--- src/inc/map_decode_pkg.sv ---
// Purpose: Shared constants for the resource map decoder
// Assumes: APB byte address is four times the register index
// Notes:   Extras and emulate-bit reset values are per mode class; the others are fixed
package map_decode_pkg;
  // Register indices on the APB
  localparam logic [7:0] MODE_CTRL_IDX  = 8'h0b;
  localparam logic [7:0] REG_POS_IDX    = 8'h11;
  localparam logic [7:0] RAM_POS_IDX    = 8'h10;
  localparam logic [7:0] EE_POS_IDX     = 8'h12;
  localparam logic [7:0] MAP_EXTRAS_IDX = 8'h13;
  // Field positions
  localparam int PORT_E_EMULATE_BIT = 0;
  localparam int MAP_STOP_WAIT_BIT  = 0;
  localparam int EE_READ_EN_BIT     = 0;
  localparam int FLASH_EN_BIT       = 0;
  localparam int FLASH_UPPER_BIT    = 1;
  localparam int NARROW_FOLLOW_BIT  = 6;
  // Reset values
  localparam logic [7:0] REG_POS_RST    = 8'h00;
  localparam logic [7:0] RAM_POS_RST    = 8'h08;
  localparam logic [7:0] EE_POS_RST     = 8'h01;
  localparam logic [7:0] EXTRAS_EXP_RST = 8'h0c;
  localparam logic [7:0] EXTRAS_SC_RST  = 8'h0f;
  // Resource geometry
  localparam logic [15:0] EE_LOW_OFS    = 16'h0d00;
  localparam logic [15:0] BDM_ROM_BASE  = 16'hff00;
  localparam logic [8:0]  PORT_E_DATA   = 9'h008;
  localparam logic [8:0]  PORT_E_DIR    = 9'h009;
  // Pin synchroniser settle count after reset release
  localparam logic [1:0]  STRAP_WAIT    = 2'h3;
endpackage : map_decode_pkg

--- src/resource_map_decoder.sv ---
// Purpose: Address map decoder with relocation and mapping registers
// Assumes: Mode straps are stable around reset release
// Notes:   Decode outputs are registered, one cycle after the request
// Operation
// - Expanded mode with emulate bit moves port E registers outside.
// - Emulate bit: once in normal, ignore first then anytime special.
// - Register block at 0x0000 after reset, any 2K boundary, low 512.
// - Register base bits compare address bits 15 to 11.
// - Position and extras registers write once normal, anytime special.
// - Stop-in-wait bit shuts decode in wait; normal only writable.
// - RAM at 0x0800 after reset, any 2K boundary, low 1K.
// - RAM base bits compare address bits 15 to 11.
// - EEPROM 768 bytes at 0x0d00, base bits give 15 to 12.
// - EEPROM base bits write once normal, anytime special.
// - EEPROM read enable gates only array reads.
// - EEPROM read enable forced 1 single-chip, writable elsewhere.
// - Narrow-follow makes follow region 8-bit in expanded wide only.
// - Follow region sits after register block and moves with it.
// - Follow stretch adds 0..3 stretches in expanded modes.
// - External stretch adds 0..3, resets to 11, expanded only.
// - Upper-half bit picks flash half; ignored when flash disabled.
// - Flash bits reset 0 expanded, 1 single-chip; enable 0 unmaps.
// - RAM, registers, EEPROM, debug ROM win over flash.
// - Strobe, A0 and read/write encode access size and alignment.
// - Only RAM gives strobe and A0 both high, swapped halves.
// - Mapping write changes decode from the following cycle.
// - Priority debug ROM, registers, RAM, EEPROM, flash, external.
//
// Added by the designer: the APB register port.
`timescale 1ns/100ps
module resource_map_decoder
  import map_decode_pkg::*;
(
  input  wire logic        pclk,
  input  wire logic        presetn,
  input  wire logic        psel,
  input  wire logic        penable,
  input  wire logic        pwrite,
  input  wire logic [9:0]  paddr,
  input  wire logic [31:0] pwdata,
  output logic      [31:0] prdata,
  output logic             pready,
  output logic             pslverr,
  input  wire logic        mode_special_n_pin,
  input  wire logic        mode_b_pin,
  input  wire logic        mode_a_pin,
  input  wire logic        cpu_valid,
  input  wire logic [15:0] cpu_addr,
  input  wire logic        cpu_write,
  input  wire logic        cpu_wide,
  input  wire logic        debug_rom_active,
  input  wire logic        wait_mode,
  output logic             sel_debug_rom,
  output logic             sel_registers,
  output logic             sel_ram,
  output logic             sel_eeprom,
  output logic             sel_eeprom_ctrl,
  output logic             sel_flash,
  output logic             sel_external,
  output logic             sel_follow,
  output logic             bus_narrow,
  output logic      [1:0]  stretch_count,
  output logic             low_byte_strobe,
  output logic             addr_bit0,
  output logic             read_not_write
);

  // Three-stage synchronisers for the mode straps
  logic [2:0] smodn_s_r, modb_s_r, moda_s_r;
  always_ff @(posedge pclk or negedge presetn) begin
    if (!presetn) begin
      smodn_s_r <= 3'h0;
      modb_s_r  <= 3'h0;
      moda_s_r  <= 3'h0;
    end else begin
      smodn_s_r <= {smodn_s_r[1:0], mode_special_n_pin};
      modb_s_r  <= {modb_s_r[1:0], mode_b_pin};
      moda_s_r  <= {moda_s_r[1:0], mode_a_pin};
    end
  end

  // Straps caught once, after the synchroniser has filled
  logic [1:0] strap_cnt_r;
  logic       strap_done_r;
  logic       smodn_r, modb_r, moda_r;
  logic       strap_ok;
  assign strap_ok = (smodn_s_r[2] == smodn_s_r[1]) &&
                    (modb_s_r[2] == modb_s_r[1]) &&
                    (moda_s_r[2] == moda_s_r[1]);
  always_ff @(posedge pclk or negedge presetn) begin
    if (!presetn) begin
      strap_cnt_r  <= 2'h0;
      strap_done_r <= 1'b0;
      smodn_r      <= 1'b0;
      modb_r       <= 1'b0;
      moda_r       <= 1'b0;
    end else if (!strap_done_r) begin
      if (strap_cnt_r != STRAP_WAIT) begin
        strap_cnt_r <= strap_cnt_r + 2'h1;
      end else if (strap_ok) begin
        strap_done_r <= 1'b1;
        smodn_r      <= smodn_s_r[2];
        modb_r       <= modb_s_r[2];
        moda_r       <= moda_s_r[2];
      end
    end
  end

  // Mode classes
  logic special, single_chip, peripheral, expanded, exp_wide;
  assign special     = !smodn_r;
  assign single_chip = !modb_r && !moda_r;
  assign peripheral  = special && modb_r && !moda_r;
  assign expanded    = moda_r;
  assign exp_wide    = modb_r && moda_r;

  // APB decode; bus always ready, unmapped index gives an error
  logic [7:0] idx;
  logic       wr_en, rd_map, hit;
  assign idx   = paddr[9:2];
  assign hit   = (idx == MODE_CTRL_IDX) || (idx == REG_POS_IDX) ||
                 (idx == RAM_POS_IDX) || (idx == EE_POS_IDX) ||
                 (idx == MAP_EXTRAS_IDX);
  assign wr_en = psel && penable && pwrite && hit && strap_done_r;
  assign rd_map = hit;
  assign pready  = 1'b1;
  assign pslverr = psel && penable && !hit;

  // Write allowances: normal once, special anytime
  function automatic logic may_write(input logic spc, input logic used);
    may_write = spc || !used;
  endfunction : may_write

  // Mapping registers and their write-once flags
  logic [7:0] reg_pos_r, ram_pos_r, ee_pos_r, extras_r;
  logic       eme_r;
  logic       reg_used_r, ram_used_r, ee_used_r, ext_used_r, eme_used_r;
  logic [7:0] wd;
  assign wd = pwdata[7:0];

  // Register block position and stop-in-wait
  always_ff @(posedge pclk or negedge presetn) begin
    if (!presetn) begin
      reg_pos_r  <= REG_POS_RST;
      reg_used_r <= 1'b0;
    end else if (wr_en && idx == REG_POS_IDX) begin
      reg_used_r <= 1'b1;
      if (may_write(special, reg_used_r))
        reg_pos_r[7:3] <= wd[7:3];
      if (!special)
        reg_pos_r[MAP_STOP_WAIT_BIT] <= wd[MAP_STOP_WAIT_BIT];
    end
  end

  // RAM position
  always_ff @(posedge pclk or negedge presetn) begin
    if (!presetn) begin
      ram_pos_r  <= RAM_POS_RST;
      ram_used_r <= 1'b0;
    end else if (wr_en && idx == RAM_POS_IDX) begin
      ram_used_r <= 1'b1;
      if (may_write(special, ram_used_r))
        ram_pos_r[7:3] <= wd[7:3];
    end
  end

  // EEPROM position and read enable; enable pinned high in single-chip
  always_ff @(posedge pclk or negedge presetn) begin
    if (!presetn) begin
      ee_pos_r  <= EE_POS_RST;
      ee_used_r <= 1'b0;
    end else if (wr_en && idx == EE_POS_IDX) begin
      ee_used_r <= 1'b1;
      if (may_write(special, ee_used_r))
        ee_pos_r[7:4] <= wd[7:4];
      if (!single_chip)
        ee_pos_r[EE_READ_EN_BIT] <= wd[EE_READ_EN_BIT];
    end
  end

  // Extras: mode-dependent defaults loaded when straps are caught
  always_ff @(posedge pclk or negedge presetn) begin
    if (!presetn) begin
      extras_r   <= EXTRAS_EXP_RST;
      ext_used_r <= 1'b0;
    end else if (!strap_done_r) begin
      if (strap_cnt_r == STRAP_WAIT && strap_ok)
        extras_r <= (!modb_s_r[2] && !moda_s_r[2]) ?
                    EXTRAS_SC_RST : EXTRAS_EXP_RST;
    end else if (wr_en && idx == MAP_EXTRAS_IDX) begin
      ext_used_r <= 1'b1;
      if (may_write(special, ext_used_r))
        extras_r <= {1'b0, wd[6:0]};
    end
  end

  // Port E emulate: special mode swallows the first write
  always_ff @(posedge pclk or negedge presetn) begin
    if (!presetn) begin
      eme_r      <= 1'b0;
      eme_used_r <= 1'b0;
    end else if (!strap_done_r) begin
      if (strap_cnt_r == STRAP_WAIT && strap_ok)
        eme_r <= !smodn_s_r[2];
    end else if (wr_en && idx == MODE_CTRL_IDX) begin
      eme_used_r <= 1'b1;
      if (special ? eme_used_r : !eme_used_r)
        eme_r <= wd[PORT_E_EMULATE_BIT];
    end
  end

  // Read mux; status shows the caught mode straps
  logic [7:0] rd_byte;
  logic       ee_on;
  assign ee_on = single_chip || ee_pos_r[EE_READ_EN_BIT];
  always_comb begin
    rd_byte = 8'h00;
    if (rd_map) begin
      unique case (idx)
        MODE_CTRL_IDX: rd_byte = {smodn_r, modb_r, moda_r, 4'h0, eme_r};
        REG_POS_IDX:   rd_byte = {reg_pos_r[7:3], 2'h0, reg_pos_r[0]};
        RAM_POS_IDX:   rd_byte = {ram_pos_r[7:3], 3'h0};
        EE_POS_IDX:    rd_byte = {ee_pos_r[7:4], 3'h0, ee_on};
        default:       rd_byte = extras_r;
      endcase
    end
  end

  // Read data held in a flip-flop, updated during setup
  always_ff @(posedge pclk or negedge presetn) begin
    if (!presetn)
      prdata <= 32'h0;
    else if (psel && !penable && !pwrite)
      prdata <= {24'h0, rd_byte};
  end

  // Address region hits from the stored bases
  logic        hit_dbg, hit_reg, hit_ram, hit_ee, hit_fl, hit_fol;
  logic        port_e_out, flash_on, flash_hi, ee_any;
  logic [15:0] a;
  assign a        = cpu_addr;
  assign flash_on = extras_r[FLASH_EN_BIT];
  assign flash_hi = extras_r[FLASH_UPPER_BIT];
  assign hit_dbg  = debug_rom_active && (a >= BDM_ROM_BASE);
  // Register block: low 512 bytes of a 2K block
  assign hit_reg  = (a[15:11] == reg_pos_r[7:3]) && (a[10:9] == 2'h0);
  // Follow region: next 512 bytes of the same block
  assign hit_fol  = (a[15:11] == reg_pos_r[7:3]) && (a[10:9] == 2'h1);
  assign hit_ram  = (a[15:11] == ram_pos_r[7:3]) && !a[10];
  assign ee_any   = (a[15:12] == ee_pos_r[7:4]) &&
                    ({4'h0, a[11:0]} >= EE_LOW_OFS);
  // Read enable gates only array reads; writes still reach it
  assign hit_ee   = ee_any && (cpu_write || ee_on);
  assign hit_fl   = flash_on && (a[15] == flash_hi);
  // Port E registers go external in expanded mode with emulate set
  assign port_e_out = expanded && eme_r &&
                      (a[8:0] == PORT_E_DATA || a[8:0] == PORT_E_DIR);

  // Priority decode of one access
  logic dec_dbg, dec_reg, dec_ram, dec_ee, dec_fl, dec_ext, dec_fol;
  always_comb begin
    dec_dbg = 1'b0;
    dec_reg = 1'b0;
    dec_ram = 1'b0;
    dec_ee  = 1'b0;
    dec_fl  = 1'b0;
    dec_ext = 1'b0;
    dec_fol = 1'b0;
    if (hit_dbg)
      dec_dbg = 1'b1;
    else if (hit_reg && !port_e_out)
      dec_reg = 1'b1;
    else if (hit_ram && !hit_reg)
      dec_ram = 1'b1;
    else if (hit_ee && !hit_reg)
      dec_ee = 1'b1;
    else if (hit_fl && !hit_reg)
      dec_fl = 1'b1;
    else if (expanded) begin
      dec_ext = 1'b1;
      dec_fol = hit_fol;
    end
  end

  // Bus width and stretch, meaningful in expanded modes only
  logic       narrow_nxt;
  logic [1:0] stretch_nxt;
  always_comb begin
    narrow_nxt  = 1'b0;
    stretch_nxt = 2'h0;
    if (expanded && dec_ext) begin
      narrow_nxt = !exp_wide ||
                   (dec_fol && extras_r[NARROW_FOLLOW_BIT]);
      stretch_nxt = dec_fol ? extras_r[5:4]
                            : extras_r[3:2];
    end
  end

  // Size encoding; only RAM may take a misaligned wide access
  logic strobe_nxt;
  always_comb begin
    if (!cpu_wide)
      strobe_nxt = !a[0];
    else if (a[0] && dec_ram)
      strobe_nxt = 1'b1;
    else
      strobe_nxt = 1'b0;
  end

  // Registered decode; wait shutdown blanks it. New bases act next cycle.
  logic active;
  assign active = cpu_valid && strap_done_r && !peripheral &&
                  !(wait_mode && reg_pos_r[MAP_STOP_WAIT_BIT]);
  always_ff @(posedge pclk or negedge presetn) begin
    if (!presetn) begin
      sel_debug_rom   <= 1'b0;
      sel_registers   <= 1'b0;
      sel_ram         <= 1'b0;
      sel_eeprom      <= 1'b0;
      sel_eeprom_ctrl <= 1'b0;
      sel_flash       <= 1'b0;
      sel_external    <= 1'b0;
      sel_follow      <= 1'b0;
    end else begin
      sel_debug_rom   <= active && dec_dbg;
      sel_registers   <= active && dec_reg;
      sel_ram         <= active && dec_ram;
      sel_eeprom      <= active && dec_ee;
      sel_eeprom_ctrl <= active && ee_any && !ee_on;
      sel_flash       <= active && dec_fl;
      sel_external    <= active && dec_ext;
      sel_follow      <= active && dec_fol;
    end
  end

  // Access type pins, registered with the selects
  always_ff @(posedge pclk or negedge presetn) begin
    if (!presetn) begin
      bus_narrow      <= 1'b0;
      stretch_count   <= 2'h0;
      low_byte_strobe <= 1'b0;
      addr_bit0       <= 1'b0;
      read_not_write  <= 1'b1;
    end else if (active) begin
      bus_narrow      <= narrow_nxt;
      stretch_count   <= stretch_nxt;
      low_byte_strobe <= strobe_nxt;
      addr_bit0       <= a[0];
      read_not_write  <= !cpu_write;
    end else begin
      bus_narrow      <= 1'b0;
      stretch_count   <= 2'h0;
      low_byte_strobe <= 1'b0;
      addr_bit0       <= 1'b0;
      read_not_write  <= 1'b1;
    end
  end

endmodule : resource_map_decoder

--- config.mk ---
export PLATFORM = sky130hd
export DESIGN_NAME = resource_map_decoder
export DESIGN_NICKNAME = d
export VERILOG_FILES = /design/src/inc/map_decode_pkg.sv /design/src/resource_map_decoder.sv
export SDC_FILE = /design/constraint.sdc
export NUM_CORES = 1
export LEC_CHECK = 0
export BUFFER_PORTS_ARGS = -buffer_cell sky130_fd_sc_hd__buf_4
export CAP_MARGIN = 10
export CORE_ASPECT_RATIO = 1.1
export CORE_MARGIN = 2
export CORE_UTILIZATION = 49
export DETAILED_ROUTE_END_ITERATION = 12
export PLACE_DENSITY = 0.77
export SLEW_MARGIN = 10
export SYNTH_ARGS = -nofsm -noshare
export SYNTH_HDL_FRONTEND = slang
export SYNTH_SLANG_ARGS = --single-unit
--- constraint.sdc ---
create_clock -name pclk -period 2.6 [get_ports pclk]
set_input_delay 0.65 -clock pclk [delete_from_list [all_inputs] [get_ports pclk]]
set_output_delay 0.65 -clock pclk [all_outputs]
set_load 0.02 [all_outputs]
# Word level (Yosys, flattened, before mapping)
# Cells that the tools add are included.
# W data, S select, Z words.
# word_totals
reg_bits	67
output_inout_bits	48
wordCells	210
# op_classes
add_sub_neg	1
order_cmp	2
eq_ne	21
n_mux	52
bitwise_logic	3
reduce_logical	97
# op_table
operator	count
$logic_and A1 B1 Y1	49
$mux W1	42
$mux W8	5
$eq A8 B5 Y1 const B	4
$pmux W8 S4	1
$logic_not A1 Y1	23
$eq A9 B4 Y1 const B	2
$ge A16 B16 Y1 const B	1
$reduce_and A2 Y1	8
$ge A12 B12 Y1 const B	1
$logic_or A1 B1 Y1	12
$eq A5 B5 Y1	2
$reduce_and A3 Y1	3
$eq A8 B4 Y1 const B	1
$mux W2	4
$ne A2 B1 Y1 const B	4
$eq A1 B1 Y1	4
$eq A4 B4 Y1	1
$not A1 Y1	3
$add A2 B1 Y2 const B	1
$eq A2 B1 Y1 const B	1
$eq A2 B2 Y1 const B	1
$logic_not A2 Y1	1
$ne A2 B2 Y1 const B	1
$reduce_bool A2 Y1	1

# Longest topological paths before layout
# logic_depth
depth_word	14
depth_mapped	6

# Least setup slack after synthesis
# No wires, ideal clock.
# synth_path
path_type	input port to output port
from	in paddr[3]
to	out pslverr
arrival_ps	1968
slack_ps	-18
stages	5
path_buffers	1
path_cell_list	clkbuf_1 > nand4b_1 > nor3_1 > nor2_1 > o311a_1
# synth_between
elab_chain_cells	7
elab_cells_between_ends	11
classes_between	eq/ne: 5; reduce/logical: 6
# synth_rtl
element	line	text
from (decl)	resource_map_decoder.sv:39	input wire logic [9:0] paddr,
$eq A8 B4 Y1 or $eq A8 B5 Y1 (tied branches)	resource_map_decoder.sv:121	assign hit = (idx == MODE_CTRL_IDX) || (idx == REG_POS_IDX) ||
$logic_or A1 B1 Y1 (2 in series)	resource_map_decoder.sv:121	
$logic_or A1 B1 Y1	resource_map_decoder.sv:122	(idx == RAM_POS_IDX) || (idx == EE_POS_IDX) ||
$logic_or A1 B1 Y1 (*)	resource_map_decoder.sv:122	
$logic_not A1 Y1 (*)	resource_map_decoder.sv:127	assign pslverr = psel && penable && !hit;
$logic_and A1 B1 Y1 (*)	resource_map_decoder.sv:127	
to (decl)	resource_map_decoder.sv:43	output logic pslverr,
# Every way passes the cells marked *; elsewhere a longest branch is shown, timed or not.

# Worst setup path in the final report
# layout_path
from	in paddr[2]
to	out pslverr
# Same word-level chain as after synthesis.

==> run metrics <==
max-slew violation count 0; Top-Level Pins 119; Netlist Area Pre-Place 3220 µm²; Post-Route WL 7140 µm; type of the worst setup path in2out; R2R Path Start reg_pos_r[6]$_DFFE_PN0P_; synthesized instance count 292; number of CTS-inserted buffers 9; CTS Hold Bufs 0; Primary FF master, synth dfrtp_1; Hold Vio Cnt, Final 0; Worst VDD drop 0.000306 V; Worst Setup End Kind primary output; fmax 435 MHz; drt first-iter violations 225; fill cell count 513; # diodes 0; Critical Path Source paddr[2]; Port Buf Inserts 67; setup slack, reg-to-reg 0.46 ns; Rows 30; worst reg2reg path depth 5; synth warn 0; antenna viol nets, final 0; first-pass GRT wire length 11300 µm; clock skew 0.00599 ns; capturing point of the worst reg2reg path stretch_count[1]$_DFF_PN0_; Yosys reg bits 66; Fin Setup TNS 0 ns; WP data arrival 1.65 ns; Tcrit/Tclk final 0.884; Max-Cap Viols 0; layout cells sized above 1 0.341; core area 6270 µm²; via count 2437; initial antenna violation count 0; die height 89.0 µm; DP HPWL 5300 µm; pin count of the biggest net entering global routing 67; # DRC 0; max_slew headroom 0.465; status finished, final reports clean; Critical Path End pslverr; Sink Count 66; final setup fails 0; WP data required 1.95 ns; PD cells 658 nW/µm²; H-tree depth 3; DRT Pass-1 Iters 4; die area 7230 µm²; Max FO, Critical Path 15; clock transition at the registers of the reported paths 0.07 ns; Post-synth ARST share 1.00; Worst Hold Launch modb_s_r[0]$_DFF_PN0_; post-CTS resize count 0; GP Congestion 0.846; Nets 442; routed len/inst 15.7 µm; min Tclk post-route 2.30 ns; vias per cell 5.36; sequential area share after synthesis 0.515; Synth Area per Inst 11.0 µm²; die span in x 81.3 µm; CTS tree built; P_leak 1.90 nW; grt ovf 0; Worst-Skew Late Latency 0.33 ns; CP Launch Type primary input; Final Util 0.636; root buf cell clkbuf_8; worst slew pin tran 0.803 ns; Post-CTS Setup Inserts 0; area grow syn2layout 23.8%; Hold WC Path Type reg2reg; number of global-route vias before repair 2333; GRT Total Usage 0.208; initial core utilization 0.513; Clock Path Buffers 2; final hold slack 0.352 ns; RSZ-0062 raised after global routing false; Post-synth EDFFs 0; Distinct cells, synth 46
registers in the layout (all words and copies together) (netlist names), 2 cells and up:
name           cells
ee_pos_r           5
reg_pos_r          6
prdata             8
smodn_s_r          3
strap_cnt_r        2
extras_r           7
modb_s_r           3
ram_pos_r          5
stretch_count      2
moda_s_r           3
stage by stage:
stage          std cells  setup WS, ns  cell area [µm²]  total power [mW]
4_1_cts              455         0.301             3990              2.64
5_1_grt              455         0.236             3990              2.74
3_3_place_gp         439         0.121             3760              1.67
2_1_floorplan        315         0.124             3310              1.51
6_report             455         0.303             3990              2.62
3_5_place_dp         439        0.0971             3760              1.68
cell type report:
class / count / area [µm²] / share of cell area
Clock inverter: 6 / 90.1 / 0.0226
Tap cell: 80 / 100 / 0.0251
Clock buffer: 10 / 138 / 0.0345
Timing Repair Buffer: 75 / 563 / 0.141
Multi-Input combinational cell: 218 / 1440 / 0.360
Sequential cell: 66 / 1660 / 0.416
worst min-delay path by stage:
stage | to | slack, ns | depth (start not counted)
2_1_floorplan | moda_s_r[1]$_DFF_PN0_ | 0.33 | 0
3_3_place_gp | modb_s_r[1]$_DFF_PN0_ | 0.33 | 0
3_5_place_dp | modb_s_r[1]$_DFF_PN0_ | 0.34 | 0
4_1_cts | modb_s_r[1]$_DFF_PN0_ | 0.36 | 0
5_1_grt | modb_s_r[1]$_DFF_PN0_ | 0.36 | 0
6_report | modb_s_r[1]$_DFF_PN0_ | 0.35 | 0
synthesized netlist by cell type, types with 7 or more instances:
master	instances	area, µm²
nand2_1	34	128
mux2_2	24	270
mux2i_1	8	80.1
xnor2_1	10	87.6
buf_4	26	195
nor3_1	9	45.0
a22oi_1	7	52.6
dfrtp_1	61	1530
nor2_1	17	63.8
o21ai_0	13	65.1
xor2_1	10	87.6
worst max-delay path, cell delays in order:
cell	delay, ns
buf_4	0.18
nand4b_1	0.15
nor3_2	0.16
nor2_1	0.06
o311a_1	0.28
buf_4	0.16
kinds of logic (layout without fill, tap and decap cells):
kind of cell	after synthesis	in the layout	synth area share
AND/OR/NAND/NOR	100	100	0.161
other	2	25	0.00233
multiplexers	33	33	0.114
flip-flops	66	66	0.515
buffers and inverters	31	91	0.0669
adder cells (fa/ha/maj)	1	1	0.00389
XOR/XNOR	20	20	0.0544
AO/OA/AOI/OAI	39	39	0.0824
where the power goes:
group | switching [mW] | internal [mW] | leakage, nW
registers | 0.100 | 1.13 | 0.846
clock network | 0.390 | 0.567 | 0.112
logic | 0.247 | 0.189 | 0.944
total | 0.738 | 1.89 | 1.90
placed cells by master, fill, tap and decap left out, drive strengths merged, types with 3 or more instances in the layout:
cell type,synthesis,routed
nand3,6,6
nand4,6,6
nor2,17,17
nor3,9,9
nand2b,5,5
mux2,25,25
nand2,34,34
conb,2,25
dfrtp,61,61
o21ai,13,13
a22oi,7,7
clkinv,0,3
dfstp,5,5
nand4b,3,3
mux2i,8,8
xor2,10,10
nor4,5,5
clkbuf,4,10
xnor2,10,10
o31ai,3,3
buf,27,75
a21oi,3,3
or3,3,3
metal layers:
| metal | vias up | track usage | wire length (µm) |
|---|---|---|---|
| met1 | 1189 | 0.273 | 3040 |
| met4 | 0 | 0.0909 | 136 |
| met2 | 93 | 0.344 | 3600 |
| met3 | 11 | 0.0313 | 358 |
| li1 | 1144 | - | - |
| met5 | - | 0 | 0 |
No activity file was read; power rests on OpenSTA's default activity.
